==> config.mk <==
export PLATFORM = sky130hd
export DESIGN_NAME = prio_bank
export DESIGN_NICKNAME = d
export VERILOG_FILES = /design/src/include/prio_bank_pkg.sv /design/src/logic/prio_bank.sv /design/src/logic/prio_decode.sv /design/src/logic/prio_reg16.sv
export SDC_FILE = /design/constraint.sdc
export NUM_CORES = 1
export LEC_CHECK = 0
export ABC_AREA = 1
export BUFFER_PORTS_ARGS = -buffer_cell sky130_fd_sc_hd__buf_2
export CORE_MARGIN = 1
export CORE_UTILIZATION = 30
export DETAILED_ROUTE_END_ITERATION = 16
export HOLD_SLACK_MARGIN = 0.12
export PLACE_DENSITY_LB_ADDON = 0.2
export SYNTH_ARGS = -nofsm -noshare
export SYNTH_HDL_FRONTEND = slang
export SYNTH_SLANG_ARGS = --single-unit
==> constraint.sdc <==
create_clock -name clk -period 1.6 [get_ports clk]
set_input_delay 0.08 -clock clk [delete_from_list [all_inputs] [get_ports clk]]
set_output_delay 0.08 -clock clk [all_outputs]
set_load 0.05 [all_outputs]
==> src/include/prio_bank_pkg.sv <==
`default_nettype none
package prio_bank_pkg;

	// ==========================================================
	// Register map (byte addresses, one aligned word each)
	localparam logic [11:0] OFS_SEVEN    = 12'h000;
	localparam logic [11:0] OFS_EIGHT    = 12'h004;
	localparam logic [11:0] OFS_NINE     = 12'h008;
	localparam logic [11:0] OFS_TEN      = 12'h00C;
	localparam logic [11:0] OFS_ELEVEN   = 12'h010;
	localparam logic [11:0] OFS_TWELVE   = 12'h014;
	localparam logic [11:0] OFS_THIRTEEN = 12'h018;
	localparam logic [11:0] OFS_STATUS   = 12'h01C;

	localparam int NUM_REGS   = 7;
	localparam int FIELD_W    = 3;
	localparam int FIELDS     = 4;
	localparam int REG_W      = 16;
	localparam int NUM_SRC    = NUM_REGS * FIELDS;

	// ==========================================================
	// Field layout: field k sits at bits 4k+2..4k
	localparam int FIELD_STRIDE = 4;

	// Codes
	localparam logic [2:0] PRIO_OFF     = 3'h0;
	localparam logic [2:0] PRIO_LOWEST  = 3'h1;
	localparam logic [2:0] PRIO_HIGHEST = 3'h7;
	localparam logic [2:0] PRIO_RESET   = 3'h4;

	// Implemented-bit masks and reset value per register (seven .. thirteen)
	localparam logic [15:0] MASK_FULL   = 16'h7777;
	localparam logic [15:0] MASK_ELEVEN = 16'h7707;
	localparam logic [15:0] RESET_FULL  = 16'h4444;

	// Status register: source-enabled summary
	localparam int STATUS_W = NUM_SRC;

	// ==========================================================
	typedef struct packed {
		logic [11:0] addr;
		logic        write;
		logic [31:0] wdata;
	} bus_req_t;

	typedef struct packed {
		logic [2:0] level;
		logic       enabled;
	} src_prio_t;

	typedef enum logic [1:0] {
		ST_IDLE   = 2'b00,
		ST_ACCESS = 2'b01,
		ST_DONE   = 2'b10
	} apb_state_t;

endpackage
`default_nettype wire

==> src/logic/prio_bank.sv <==
`timescale 1ns/100ps
`default_nettype none
// Operation
// RULE1: Field code 111 means priority level 7, the highest.
// RULE2: Field code 001 means priority level 1, the lowest enabled.
// RULE3: Field code 000 disables the source; never shown as enabled.
// RULE4: Unimplemented bits read zero and ignore writes.
// RULE5: At reset each field loads 100.
// RULE6: Register seven: serial2 tx, serial2 rx, ext irq2, timer5.
// RULE7: Register eight: can1 event, can1 rx ready, spi2 event, spi2 error.
// RULE8: Register nine: capture5, capture4, capture3, dma ch3 done.
// RULE9: Register ten: compare7, compare6, compare5, capture6.
// RULE10: Register eleven: timer6, dma ch4 done, bits 7-3 empty, compare8.
// RULE11: Register twelve: timer8, i2c2 master, i2c2 slave, timer7.
// RULE12: Register thirteen: can2 rx ready, ext irq4, ext irq3, timer9.
// RULE13: After reset every source here has priority level 4.
// RULE14: Codes 010 to 110 give levels 2 to 6 directly.
// RULE15: Field values drive arbitration continuously, next cycle after write.
module prio_bank (
	input  wire logic        clk,
	input  wire logic        rst_b,
	input  wire logic        psel,
	input  wire logic        penable,
	input  wire logic        pwrite,
	input  wire logic [11:0] paddr,
	input  wire logic [31:0] pwdata,
	output logic      [31:0] prdata,
	output logic             pready,
	output logic             pslverr,
	output logic      [2:0]  serial2_tx_priority,
	output logic      [2:0]  serial2_rx_priority,
	output logic      [2:0]  ext_irq2_priority,
	output logic      [2:0]  timer5_priority,
	output logic      [2:0]  can1_event_priority,
	output logic      [2:0]  can1_rx_ready_priority,
	output logic      [2:0]  spi2_event_priority,
	output logic      [2:0]  spi2_error_priority,
	output logic      [2:0]  capture5_priority,
	output logic      [2:0]  capture4_priority,
	output logic      [2:0]  capture3_priority,
	output logic      [2:0]  dma_ch3_done_priority,
	output logic      [2:0]  compare7_priority,
	output logic      [2:0]  compare6_priority,
	output logic      [2:0]  compare5_priority,
	output logic      [2:0]  capture6_priority,
	output logic      [2:0]  timer6_priority,
	output logic      [2:0]  dma_ch4_done_priority,
	output logic      [2:0]  compare8_priority,
	output logic      [2:0]  timer8_priority,
	output logic      [2:0]  i2c2_master_priority,
	output logic      [2:0]  i2c2_slave_priority,
	output logic      [2:0]  timer7_priority,
	output logic      [2:0]  can2_rx_ready_priority,
	output logic      [2:0]  ext_irq4_priority,
	output logic      [2:0]  ext_irq3_priority,
	output logic      [2:0]  timer9_priority,
	output logic      [27:0] source_enabled
);

	// ==========================================================
	// Bus decode
	localparam int NR = prio_bank_pkg::NUM_REGS;
	localparam int NS = prio_bank_pkg::NUM_SRC;
	localparam int FW = prio_bank_pkg::FIELD_W;
	localparam int NF = prio_bank_pkg::FIELDS;
	localparam int FS = prio_bank_pkg::FIELD_STRIDE;
	// Register eleven carries the one empty field slot
	localparam int ELEVEN = 4;
	localparam int GAP    = ELEVEN * NF + 1;
	localparam logic [NS-1:0] EN_RESET = ~({{(NS - 1){1'b0}}, 1'b1} << GAP);

	prio_bank_pkg::bus_req_t req;
	logic [NR-1:0]           sel;
	logic [NR-1:0]           wr_sel;
	logic                    hit_status;
	logic                    mapped;
	logic                    access;
	logic [15:0]             regs [NR];
	logic [15:0]             wdata16;

	always_comb begin
		req.addr   = paddr;
		req.write  = pwrite;
		req.wdata  = pwdata;
		wdata16    = req.wdata[15:0];
		access     = psel & penable;
		hit_status = (req.addr == prio_bank_pkg::OFS_STATUS);
		sel        = '0;
		case (req.addr)
			prio_bank_pkg::OFS_SEVEN:    sel[0] = 1'b1;
			prio_bank_pkg::OFS_EIGHT:    sel[1] = 1'b1;
			prio_bank_pkg::OFS_NINE:     sel[2] = 1'b1;
			prio_bank_pkg::OFS_TEN:      sel[3] = 1'b1;
			prio_bank_pkg::OFS_ELEVEN:   sel[4] = 1'b1;
			prio_bank_pkg::OFS_TWELVE:   sel[5] = 1'b1;
			prio_bank_pkg::OFS_THIRTEEN: sel[6] = 1'b1;
			default:                     sel    = '0;
		endcase
		mapped = (|sel) | hit_status;
		// Only the first access edge writes; the answer cycle is idle
		wr_sel = sel & {NR{access & req.write & ~pready}};
	end

	// ==========================================================
	// Register instances; eleven has bits 7-3 unimplemented
	genvar g;
	generate
		for (g = 0; g < NR; g++) begin : g_reg
			prio_reg16 #(
				.IMPL_MASK ((g == ELEVEN) ? prio_bank_pkg::MASK_ELEVEN
				                          : prio_bank_pkg::MASK_FULL)
			) u_reg (
				.clk   (clk),
				.rst_b (rst_b),
				.wr_en (wr_sel[g]),
				.wdata (wdata16),
				.value (regs[g])
			);                                                     // RULE4 RULE10
		end
	endgenerate

	// ==========================================================
	// Field decode per source, on the next register contents so
	// the output copy moves on the write edge, not a cycle behind
	logic [15:0]              regs_nxt [NR];
	logic [2:0]               code [NS];
	prio_bank_pkg::src_prio_t dec  [NS];
	logic [NS-1:0]            en_vec;
	logic [2:0]               fld_r [NS];
	logic [NS-1:0]            en_r;

	always_comb begin
		for (int r = 0; r < NR; r++) begin
			regs_nxt[r] = regs[r];
			if (wr_sel[r] && (r == ELEVEN)) begin
				regs_nxt[r] = wdata16 & prio_bank_pkg::MASK_ELEVEN;  // RULE4
			end else if (wr_sel[r]) begin
				regs_nxt[r] = wdata16 & prio_bank_pkg::MASK_FULL;    // RULE4
			end
		end
	end

	generate
		for (g = 0; g < NS; g++) begin : g_src
			assign code[g] = regs_nxt[g / NF][(g % NF) * FS +: FW];
			prio_decode u_dec (
				.code (code[g]),
				.prio (dec[g])
			);
			assign en_vec[g] = dec[g].enabled;                      // RULE3
		end
	endgenerate

	// ==========================================================
	// APB slave: one wait state, answer registered
	prio_bank_pkg::apb_state_t st_r;
	prio_bank_pkg::apb_state_t st_nxt;
	logic [31:0]               prdata_r;
	logic [31:0]               prdata_nxt;
	logic                      pready_nxt;
	logic                      pslverr_nxt;
	logic [31:0]               rd_mux;

	always_comb begin
		rd_mux = 32'h0000_0000;
		for (int i = 0; i < NR; i++) begin
			if (sel[i]) begin
				rd_mux = {16'h0000, regs[i]};                       // RULE4
			end
		end
		if (hit_status) begin
			rd_mux = {4'h0, en_r};                                  // RULE3
		end
	end

	always_comb begin
		st_nxt      = st_r;
		prdata_nxt  = prdata_r;
		pready_nxt  = 1'b0;
		pslverr_nxt = 1'b0;
		case (st_r)
			prio_bank_pkg::ST_IDLE: begin
				if (access) begin
					st_nxt      = prio_bank_pkg::ST_DONE;
					pready_nxt  = 1'b1;
					pslverr_nxt = ~mapped;
					prdata_nxt  = req.write ? 32'h0000_0000 : rd_mux;
				end
			end
			prio_bank_pkg::ST_DONE: begin
				st_nxt = prio_bank_pkg::ST_IDLE;
			end
			default: begin
				st_nxt = prio_bank_pkg::ST_IDLE;
			end
		endcase
	end

	always_ff @(posedge clk or negedge rst_b) begin
		if (!rst_b) begin
			st_r     <= prio_bank_pkg::ST_IDLE;
			prdata_r <= 32'h0000_0000;
			pready   <= 1'b0;
			pslverr  <= 1'b0;
		end else begin
			st_r     <= st_nxt;
			prdata_r <= prdata_nxt;
			pready   <= pready_nxt;
			pslverr  <= pslverr_nxt;
		end
	end

	assign prdata = prdata_r;

	// ==========================================================
	// Arbitration-facing outputs: a flop copy of every field,
	// loaded from the same next value as the register itself,
	// so pins stay flop-driven without adding latency
	logic [2:0]    fld_nxt [NS];
	logic [NS-1:0] en_nxt;

	always_comb begin
		for (int i = 0; i < NS; i++) begin
			fld_nxt[i] = dec[i].level;                             // RULE15
		end
		en_nxt = en_vec;                                           // RULE3
	end

	always_ff @(posedge clk or negedge rst_b) begin
		if (!rst_b) begin
			for (int i = 0; i < NS; i++) begin
				fld_r[i] <= (i == GAP) ? prio_bank_pkg::PRIO_OFF
				                       : prio_bank_pkg::PRIO_RESET; // RULE13
			end
			en_r <= EN_RESET;                                      // RULE3
		end else begin
			for (int i = 0; i < NS; i++) begin
				fld_r[i] <= fld_nxt[i];
			end
			en_r <= en_nxt;
		end
	end

	// Empty slot of register eleven has no pin of its own
	assign source_enabled         = en_r;
	assign serial2_tx_priority    = fld_r[3];                      // RULE6
	assign serial2_rx_priority    = fld_r[2];
	assign ext_irq2_priority      = fld_r[1];
	assign timer5_priority        = fld_r[0];
	assign can1_event_priority    = fld_r[7];                      // RULE7
	assign can1_rx_ready_priority = fld_r[6];
	assign spi2_event_priority    = fld_r[5];
	assign spi2_error_priority    = fld_r[4];
	assign capture5_priority      = fld_r[11];                     // RULE8
	assign capture4_priority      = fld_r[10];
	assign capture3_priority      = fld_r[9];
	assign dma_ch3_done_priority  = fld_r[8];
	assign compare7_priority      = fld_r[15];                     // RULE9
	assign compare6_priority      = fld_r[14];
	assign compare5_priority      = fld_r[13];
	assign capture6_priority      = fld_r[12];
	assign timer6_priority        = fld_r[19];                     // RULE10
	assign dma_ch4_done_priority  = fld_r[18];
	assign compare8_priority      = fld_r[16];
	assign timer8_priority        = fld_r[23];                     // RULE11
	assign i2c2_master_priority   = fld_r[22];
	assign i2c2_slave_priority    = fld_r[21];
	assign timer7_priority        = fld_r[20];
	assign can2_rx_ready_priority = fld_r[27];                     // RULE12
	assign ext_irq4_priority      = fld_r[26];
	assign ext_irq3_priority      = fld_r[25];
	assign timer9_priority        = fld_r[24];

endmodule
`default_nettype wire

==> src/logic/prio_decode.sv <==
`timescale 1ns/100ps
`default_nettype none
// ==========================================================
// Field code to level and enable
module prio_decode (
	input  wire logic [2:0]                   code,
	output var  prio_bank_pkg::src_prio_t     prio
);
	always_comb begin
		prio.level   = code;                                 // RULE14 RULE1 RULE2
		prio.enabled = (code != prio_bank_pkg::PRIO_OFF);    // RULE3
	end
endmodule
`default_nettype wire

==> src/logic/prio_reg16.sv <==
`timescale 1ns/100ps
`default_nettype none
// ==========================================================
// One priority register with implemented-bit mask
module prio_reg16 #(
	parameter logic [15:0] IMPL_MASK = prio_bank_pkg::MASK_FULL
) (
	input  wire logic        clk,
	input  wire logic        rst_b,
	input  wire logic        wr_en,
	input  wire logic [15:0] wdata,
	output logic      [15:0] value
);
	logic [15:0] value_r;
	logic [15:0] value_nxt;

	always_comb begin
		value_nxt = value_r;
		if (wr_en) begin
			value_nxt = wdata & IMPL_MASK;                          // RULE4
		end
	end

	always_ff @(posedge clk or negedge rst_b) begin
		if (!rst_b) begin
			value_r <= prio_bank_pkg::RESET_FULL & IMPL_MASK;      // RULE5 RULE13
		end else begin
			value_r <= value_nxt;
		end
	end

	assign value = value_r;
endmodule
`default_nettype wire

* Word-level counts from Yosys, hierarchy flattened
Index checks and enable logic that the tools add are counted.
** Cells by class
- Multiplexer cells :: 29
- Equal/unequal tests :: 8
- Bitwise operators :: 7
- Reduce and logical (&&, ||, !) cells :: 32
** Operator list (count)
- $mux 32 :: 8
- $mux 15 :: 8
- $reduce_bool 3->1 :: 28
- $eq 12x5->1 const B :: 4
- $eq 12x4->1 const B :: 2
- $eq 12x3->1 const B :: 1
- $logic_not 12->1 :: 1
- $mux 1 :: 11
- $and 7x7->7 :: 1
- $reduce_or 7->1 :: 1
- $mux 2 :: 2
- $and 1x1->1 :: 3
- $logic_not 2->1 :: 1
- $ne 2x2->1 const B :: 1
- $not 1->1 :: 2
- $reduce_and 2->1 :: 1
- $or 1x1->1 :: 1
** Storage, ports and cells
- Bits of input ports :: 49
- Flip-flop bits (word level) :: 229

* Logic depth before layout (Yosys ltp)
Gate-level depths: netlist (run 1).
- Word-level depth :: 11
- Gate-level depth with buffers :: 11

* Cells and area by module
A second synthesis (run 1) with hierarchy kept.
** Second synthesis, totals
- Cell total of the unflattened synthesis :: 1314
- Area total of the unflattened synthesis :: 10767.8 um^2
** By module, submodules not included
- prio_bank :: cells each 764, area each 6439.9 um^2, instances 1
- prio_reg16 at g_reg[0].u_reg ... :: cells each 56, area each 496.7 um^2, instances 6
- prio_decode :: cells each 6, area each 33.8 um^2, instances 28
- prio_reg16 at g_reg[4].u_reg :: cells each 46, area each 401.6 um^2, instances 1

* Worst setup path before layout (run 1)
Ideal clock, no wire load.
- Path kind :: flip-flop to flip-flop
- Start :: register pready
- End :: register en_r[24], in the netlist source_enabled[24]
- Slack :: -321 ps
- Data arrival time :: 1833 ps
- Stages on the path, launching flop included :: 7
- Period minus slack after synthesis :: 1921 ps
- Setup time :: 88 ps
- Required time :: 1512 ps
- Cells stage by stage :: dfrtp_1 > nor3b_4 > nand3_4 > buf_6 > nand2_1 > o21ai_1 > or3_1
** RTL lines
- from (decl) :: RTL line prio_bank.sv:28 : output logic pready,
- from (signal assigned) :: RTL line prio_bank.sv:208 : pready <= pready_nxt;
- to (signal assigned) :: RTL line prio_bank.sv:240 : en_r <= en_nxt;
- to (decl) :: RTL line prio_bank.sv:130 : logic [NS-1:0] en_r;

==> flow_metrics.tcl, run 1 <==
set metrics [dict create \
    outcome "complete, but fails checks" \
    violations "DRC, setup timing" \
    layoutNonFillerInstCount 1325 \
    ys_seq_area_share_pct 53.8 \
    ir_drop_mv 0.622 \
    core_sq_um 22000 \
    num_antenna_cells 0 \
    ant_nets 0 \
    cap_violations 0 \
    die_area_sq_um 23200 \
    synth.distinct_cells 29 \
    cts_root_buffer "clkbuf_16" \
    die_w_um 152 \
    grt_pass1_wl_um 37300 \
    fin_util_pct 42.6 \
    whs_ns 0.137 \
    regArea_sq_um 3650 \
    wl_per_cell_um 18.2 \
    ios 192 \
    slew_violations 0 \
    cts.sinks 143 \
    p_leak_nw 5.18 \
    powerDensity_nw_per_um2 909 \
    cp_max_fo 11 \
    viasPerCell 4.66 \
    worstSetupStartpointType "flop" \
    track_usage_pct 21.7 \
    ys_ff_latch 143 \
    min_period_ns 1.62 \
    synth-xor-area-share_pct 0 \
    grt_pass1_vias 6055 \
    clk_pin_slew_worst_paths_ns 0.06 \
    portBuffers 167 \
    syn_avg_cell_area_sq_um 8.53 \
    clkLatencyLatePin_ns 0.43 \
    cts_buffer_depth 2 \
    skew_ns 0.00792 \
    yosysWarningCount 0 \
    wl_um 24100 \
    setup_viol 7 \
    multi_input_area_sq_um 2510 \
    drc 10 \
    grt-ovfl-total 0 \
    dp_hpwl_um 17900 \
    fin_crit_sh_pct 101 \
    cts_tree "built" \
    fin_tns_setup_ns -0.0390 \
    netlist_area_sq_um 6770 \
    drtIter0Drc 424 \
    synthAdderAreaFrac_pct 0 \
    synth_top_family_by_area "simple AND/OR/NAND/NOR gates" \
    critical_path_class "flop to flop" \
    finalHoldViolCount 0 \
    place_congestion 0.867 \
    nets 1081 \
    drt_first_pass_iters 11 \
    cts-buffers-inserted 17 \
    power_frac_comb_pct 5.2 \
    placed_cells 1271 \
    yosys-mux-area-fraction_pct 0 \
    total_power_mw 8.49 \
    dpl_worst_slack_ns -0.158 \
    p_sw_share_pct 23.0 \
    placementRows 54 \
    grt_setup_unrepaired "true" \
    yosys.area_share.simple_pct 23.7 \
    required_ns 1.95 \
    largest_reg_flops 30 \
    crit_path_end_kind "flop" \
    hold_path_class "input pin to async pin" \
    synthToLayoutAreaGrowth_pct 38.0 \
    fmax_mhz 619 \
    syn_inst 794 \
    htreeDepth 4 \
    switching_power_mw 1.95 \
    layout-drive-gt1-share_pct 34.4 \
    seqPwrFrac_pct 42.9 \
    start_util_pct 30.8 \
    internal_power_mw 6.54 \
    grt_max_degree 41 \
    fin_area_sq_um 9350 \
    placed_area_sq_um 8420 \
    n_fill_cell 2226 \
    vias 6169 \
    synth_compound_area_share_pct 11.5 \
    clkPwrFrac_pct 51.9 \
    die_y_um 152 \
    layout_setup_ws_ns -0.0152 \
    cp.arrival_ns 1.97 \
    antenna_found_initial 0 \
]
cell type report:
| type | count | share of cell area, % |
|---|---|---|
| inverters | 121 | 4.86 |
| multi-input cells | 490 | 26.9 |
| well taps | 280 | 3.75 |
| clock inverters | 14 | 2.30 |
| clock buffers | 18 | 4.59 |
| repair buffers | 259 | 18.6 |
| flip-flops and latches | 143 | 39.0 |
synthesized netlist by cell type:
| cell | number | area share [%] |
|---|---|---|
| nor4_1 | 1 | 0.092 |
| buf_1 | 1 | 0.055 |
| nor2_2 | 3 | 0.28 |
| nand3_4 | 3 | 0.78 |
| o21ai_0 | 65 | 4.8 |
| inv_2 | 2 | 0.11 |
| nor2_1 | 12 | 0.66 |
| nand2_2 | 1 | 0.092 |
| nand3b_1 | 11 | 1.2 |
| clkbuf_1 | 16 | 0.89 |
| nor3b_4 | 1 | 0.28 |
| nand2_1 | 203 | 11 |
| dfstp_2 | 54 | 21 |
| nand3_1 | 98 | 7.2 |
| buf_6 | 6 | 1.0 |
| nor3_4 | 1 | 0.24 |
| buf_4 | 13 | 1.4 |
| dfrtp_1 | 89 | 33 |
| inv_1 | 118 | 6.5 |
| buf_2 | 12 | 0.89 |
| or3_1 | 11 | 1.0 |
| nand4_1 | 2 | 0.18 |
| o21a_1 | 36 | 4.0 |
| nor2_4 | 2 | 0.33 |
| a21oi_1 | 1 | 0.074 |
| o21bai_1 | 11 | 1.2 |
| o21ai_1 | 19 | 1.4 |
| conb_1 | 1 | 0.055 |
| clkinv_1 | 1 | 0.055 |
routing by layer:
metal	track usage, %	share of wire (%)	vias up
met4	5.78	1.4	0
met2	34.7	46	169
met5	0	0	-
met3	4.66	5.1	26
li1	-	-	3017
met1	29.6	48	2957
power groups by stage:
stage | registers, mW | logic (mW) | clock network [mW]
after floorplan | 3.72 | 0.120 | 0
after global placement | 3.70 | 0.405 | 0
after detailed placement | 3.70 | 0.406 | 0
after CTS | 3.64 | 0.442 | 4.45
after global routing | 3.64 | 0.479 | 4.64
final | 3.64 | 0.442 | 4.41
cells by family after synthesis:
family / after synthesis
compound gates: 132
simple gates: 349
buf+inv: 169
other cells: 1
flops: 143
critical path: stages, from the launching register on:
cell	delay, ns
dfrtp_2	0.42
nor3b_4	0.21
buf_12	0.20
nand3_2	0.15
nand2_1	0.09
o21ai_1	0.07
or3_1	0.38
cells in the final DEF, fill, tap and decap left out, drive strengths merged:
| cell | count |
|---|---|
| clkbuf | 18 |
| clkinvlp | 2 |
| a21oi | 1 |
| nor3 | 1 |
| o21ai | 84 |
| or3 | 11 |
| dfrtp | 89 |
| clkinv | 7 |
| dfstp | 54 |
| nand4 | 2 |
| inv | 121 |
| buf | 243 |
| o21bai | 11 |
| nor4 | 1 |
| o21a | 36 |
| nand3 | 106 |
| nor3b | 1 |
| dlygate4sd3 | 16 |
| nand3b | 11 |
| nand2 | 204 |
| conb | 4 |
| nor2 | 17 |
| bufinv | 5 |
worst paths after layout:
check | startpoint | end | slack (ns) | depth (start not counted)
worst max-delay path | pready$_DFF_PN0_ | source_enabled[12]$_DFF_PN1_ | -0.02 | 6
worst min-delay path | rst_b | prdata[16]$_DFFE_PN0P_ | 0.14 | 2
worst max register to register | pready$_DFF_PN0_ | source_enabled[12]$_DFF_PN1_ | -0.02 | 6
worst min register to register | st_r[1]$_DFFE_PN0P_ | pready$_DFF_PN0_ | 0.45 | 1
max in group asynchronous | rst_b | source_enabled[5]$_DFF_PN1_ | 0.83 | 3
min in group clk | pwrite | prdata[22]$_DFFE_PN0P_ | 0.15 | 5
timing repair:
| item | 4_1_cts | 5_1_grt |
|---|---|---|
| buffers inserted | 1 | 0 |
| endpoints found under the setup margin | 11 | 57 |
| resized for setup | 6 | 23 |
| hold buffers | 16 | 0 |
| pin swaps | 1 | 0 |
| hold endpoints to repair | 120 | 0 |
| gates cloned | 3 | 2 |
(Power assumes the default switching activity.)
==> run 2, diff against run 1 <==
- ABC_AREA: 1 -> default
- SETUP_SLACK_MARGIN: default -> 0.02
==> flow_metrics.tcl, run 2 <==
set metrics [dict create \
    outcome "complete, but fails checks" \
    violations "setup timing" \
    fmax_mhz 451 \
    ff2ff_path_depth 8 \
    synthToLayoutAreaGrowth_pct 43.5 \
    hold_path_class "input pin to flop" \
    yosys.area_share.simple_pct 13.0 \
    synthMostInstantiatedCell "dfrtp_1" \
    ir_drop_mv 0.728 \
    viasPerCell 4.87 \
    synthAdderAreaFrac_pct 0 \
    p_leak_nw 4.62 \
    wl_met1_um 9430 \
    synth.distinct_cells 42 \
    wl_um 21400 \
    clk_pin_slew_worst_paths_ns 0.06 \
    yosys-top-cells-count "dfrtp_1, mux2_2, dfstp_2" \
    finalHoldViolCount 0 \
    crit_path_end_kind "flop" \
    vias 5022 \
    layoutNonFillerInstCount 1031 \
    drc 0 \
    yosysTopAreaCell "dfrtp_1" \
    worstSetupStartpointType "flop" \
    cp.arrival_ns 2.56 \
    dr_wl_met2_um 10300 \
    skew_ns 0.00690 \
    place_congestion 0.849 \
    final_common_cell "buf_2" \
    n_fill_cell 1927 \
    placed_area_sq_um 7790 \
    slew_violations 0 \
    synthFlopType "dfrtp_1" \
    min_period_ns 2.22 \
    cts-buffers-inserted 17 \
    num_antenna_cells 0 \
    drt_first_pass_iters 5 \
    syn_avg_cell_area_sq_um 12.1 \
    layout_setup_ws_ns -0.619 \
    ys_ff_latch 143 \
    yosys-mux-area-fraction_pct 15.6 \
    clkLatencyLatePin_ns 0.42 \
    synthTopCellsByArea "dfrtp_1, dfstp_2, mux2_2, nand2_1, or3_1" \
    placed_cells 962 \
    htreeDepth 4 \
    fin_area_sq_um 9080 \
    ys_async_sr_fraction_pct 100 \
    cp_max_fo 6 \
    cts.sinks 143 \
    powerDensity_nw_per_um2 902 \
    maxSlewHeadroom_pct 45.4 \
    worst_slew_pin_slew_ns 0.817 \
    critical_path_class "flop to flop" \
    mostFrequentLayoutCells "buf_2, dfrtp_1, dfstp_2, mux2_4, buf_4" \
    syn_inst 521 \
    start_util_pct 31.0 \
    grt_max_degree 60 \
    synth_top_area_share_pct 35.2 \
    die_w_um 147 \
    drtIter0Drc 288 \
    synth_compound_area_share_pct 9.97 \
    cts_root_buffer "clkbuf_16" \
    cts_tree "built" \
    synth_edf_count 0 \
    grt_pass1_wl_um 32200 \
    required_ns 1.94 \
    cap_violations 0 \
    nets 797 \
    fin_crit_sh_pct 139 \
    ys_seq_area_share_pct 57.7 \
    grt_setup_unrepaired "true" \
    core_sq_um 20400 \
    fin_util_pct 44.4 \
    cts_buffer_depth 2 \
    setup_viol 112 \
    synth_top_family_by_area "multiplexers" \
    wl_met3_um 1220 \
    netlist_area_sq_um 6320 \
    largest_reg_flops 30 \
    grt_pass1_vias 5436 \
    portBuffers 167 \
    synth-xor-area-share_pct 0 \
    grt-ovfl-total 0 \
    wl_per_cell_um 20.8 \
    antenna_found_initial 0 \
    top_layer "met4" \
    dp_hpwl_um 15500 \
    die_y_um 147 \
    yosysWarningCount 0 \
    track_usage_pct 20.0 \
    hold_depth 4 \
    ant_nets 0 \
    ios 192 \
    die_area_sq_um 21700 \
    placementRows 52 \
    layout-drive-gt1-share_pct 58.9 \
]
run 2: changes by cell type in the layout (fill, tap and decap cells not counted), sizes merged, moves of 13 or more:
| cell | change |
|---|---|
| or2 | +13 |
| nand2 | -162 |
| o21ai | -59 |
| inv | -117 |
| nand3 | -103 |
| and2 | +15 |
| mux2 | +74 |
| o21a | -35 |
| mux2i | +13 |
| or3 | +16 |
| a21oi | +21 |
| a22o | +16 |
run 2: timing repair:
action,CTS,global route
endpoints found under the setup margin,102,139
endpoints found under the hold margin,191,1
pin swaps,3,7
hold buffers,14,1
buffers inserted,8,15
cloned,4,2
resized for setup,65,42
run 2: area by class of cell:
cell class	count	area [sq um]	area share (%)
inverter	3	11.3	0.124
sequential	143	3650	40.2
timing repair buffer	246	1660	18.3
tap	270	338	3.72
clock buffer	22	454	5.00
multi-input combinational	337	2850	31.4
clock inverter	10	115	1.27
run 2: worst max-delay path, cell delays in order, from the launching register on:
cell and delay, ns:
dfrtp_2 0.39, and4b_2 0.33, buf_6 0.12, buf_4 0.10, buf_6 0.10, nand4_1 0.18
buf_6 0.22, mux2_4 0.31, or3_4 0.38
run 2: per-stage QoR:
stage                     total power [mW]  worst slack [ns]  setup TNS [ns]  hold slack [ns]
after floorplan                       4.03            -0.753          -24.08           -0.216
after global placement                4.31            -0.658          -36.84          -0.0393
after detailed placement              4.32            -0.701          -42.27          -0.0328
after CTS                             8.29            -0.586          -27.18            0.202
after global routing                  8.49            -0.671          -38.82            0.158
final                                 8.19            -0.619          -33.24            0.141
run 2: cell families after synthesis:
family,after synthesis
AOI/OAI and AO/OA,93
buffers and inverters,47
DFF,143
muxes,87
other,1
and+or+nand+nor,150
run 2: worst paths after layout:
path,slack [ns],to,start
max in group asynchronous,0.31,g_reg[0].u_reg.value[14]$_DFF_PN1_,rst_b
max,-0.62,source_enabled[11]$_DFF_PN1_,pready$_DFF_PN0_
max reg2reg,-0.62,source_enabled[11]$_DFF_PN1_,pready$_DFF_PN0_
min,0.14,pready$_DFF_PN0_,penable
min in group asynchronous,0.62,prdata[18]$_DFFE_PN0P_,rst_b
min reg2reg,0.49,g_reg[6].u_reg.value[2]$_DFF_PN1_,g_reg[6].u_reg.value[2]$_DFF_PN1_
run 2: metal layers:
metal	up-vias	track usage [%]
met5	-	0
met3	30	5.62
met4	0	7.42
met2	154	31.7
li1	2317	-
met1	2521	25.8
run 2: power breakdown:
group / total [mW] / leakage, nW / internal, mW / switching (mW)
Clock: 3.87 / 0.270 / 2.33 / 1.54
Combinational: 0.627 / 2.56 / 0.185 / 0.441
Sequential: 3.69 / 1.79 / 3.66 / 0.0231
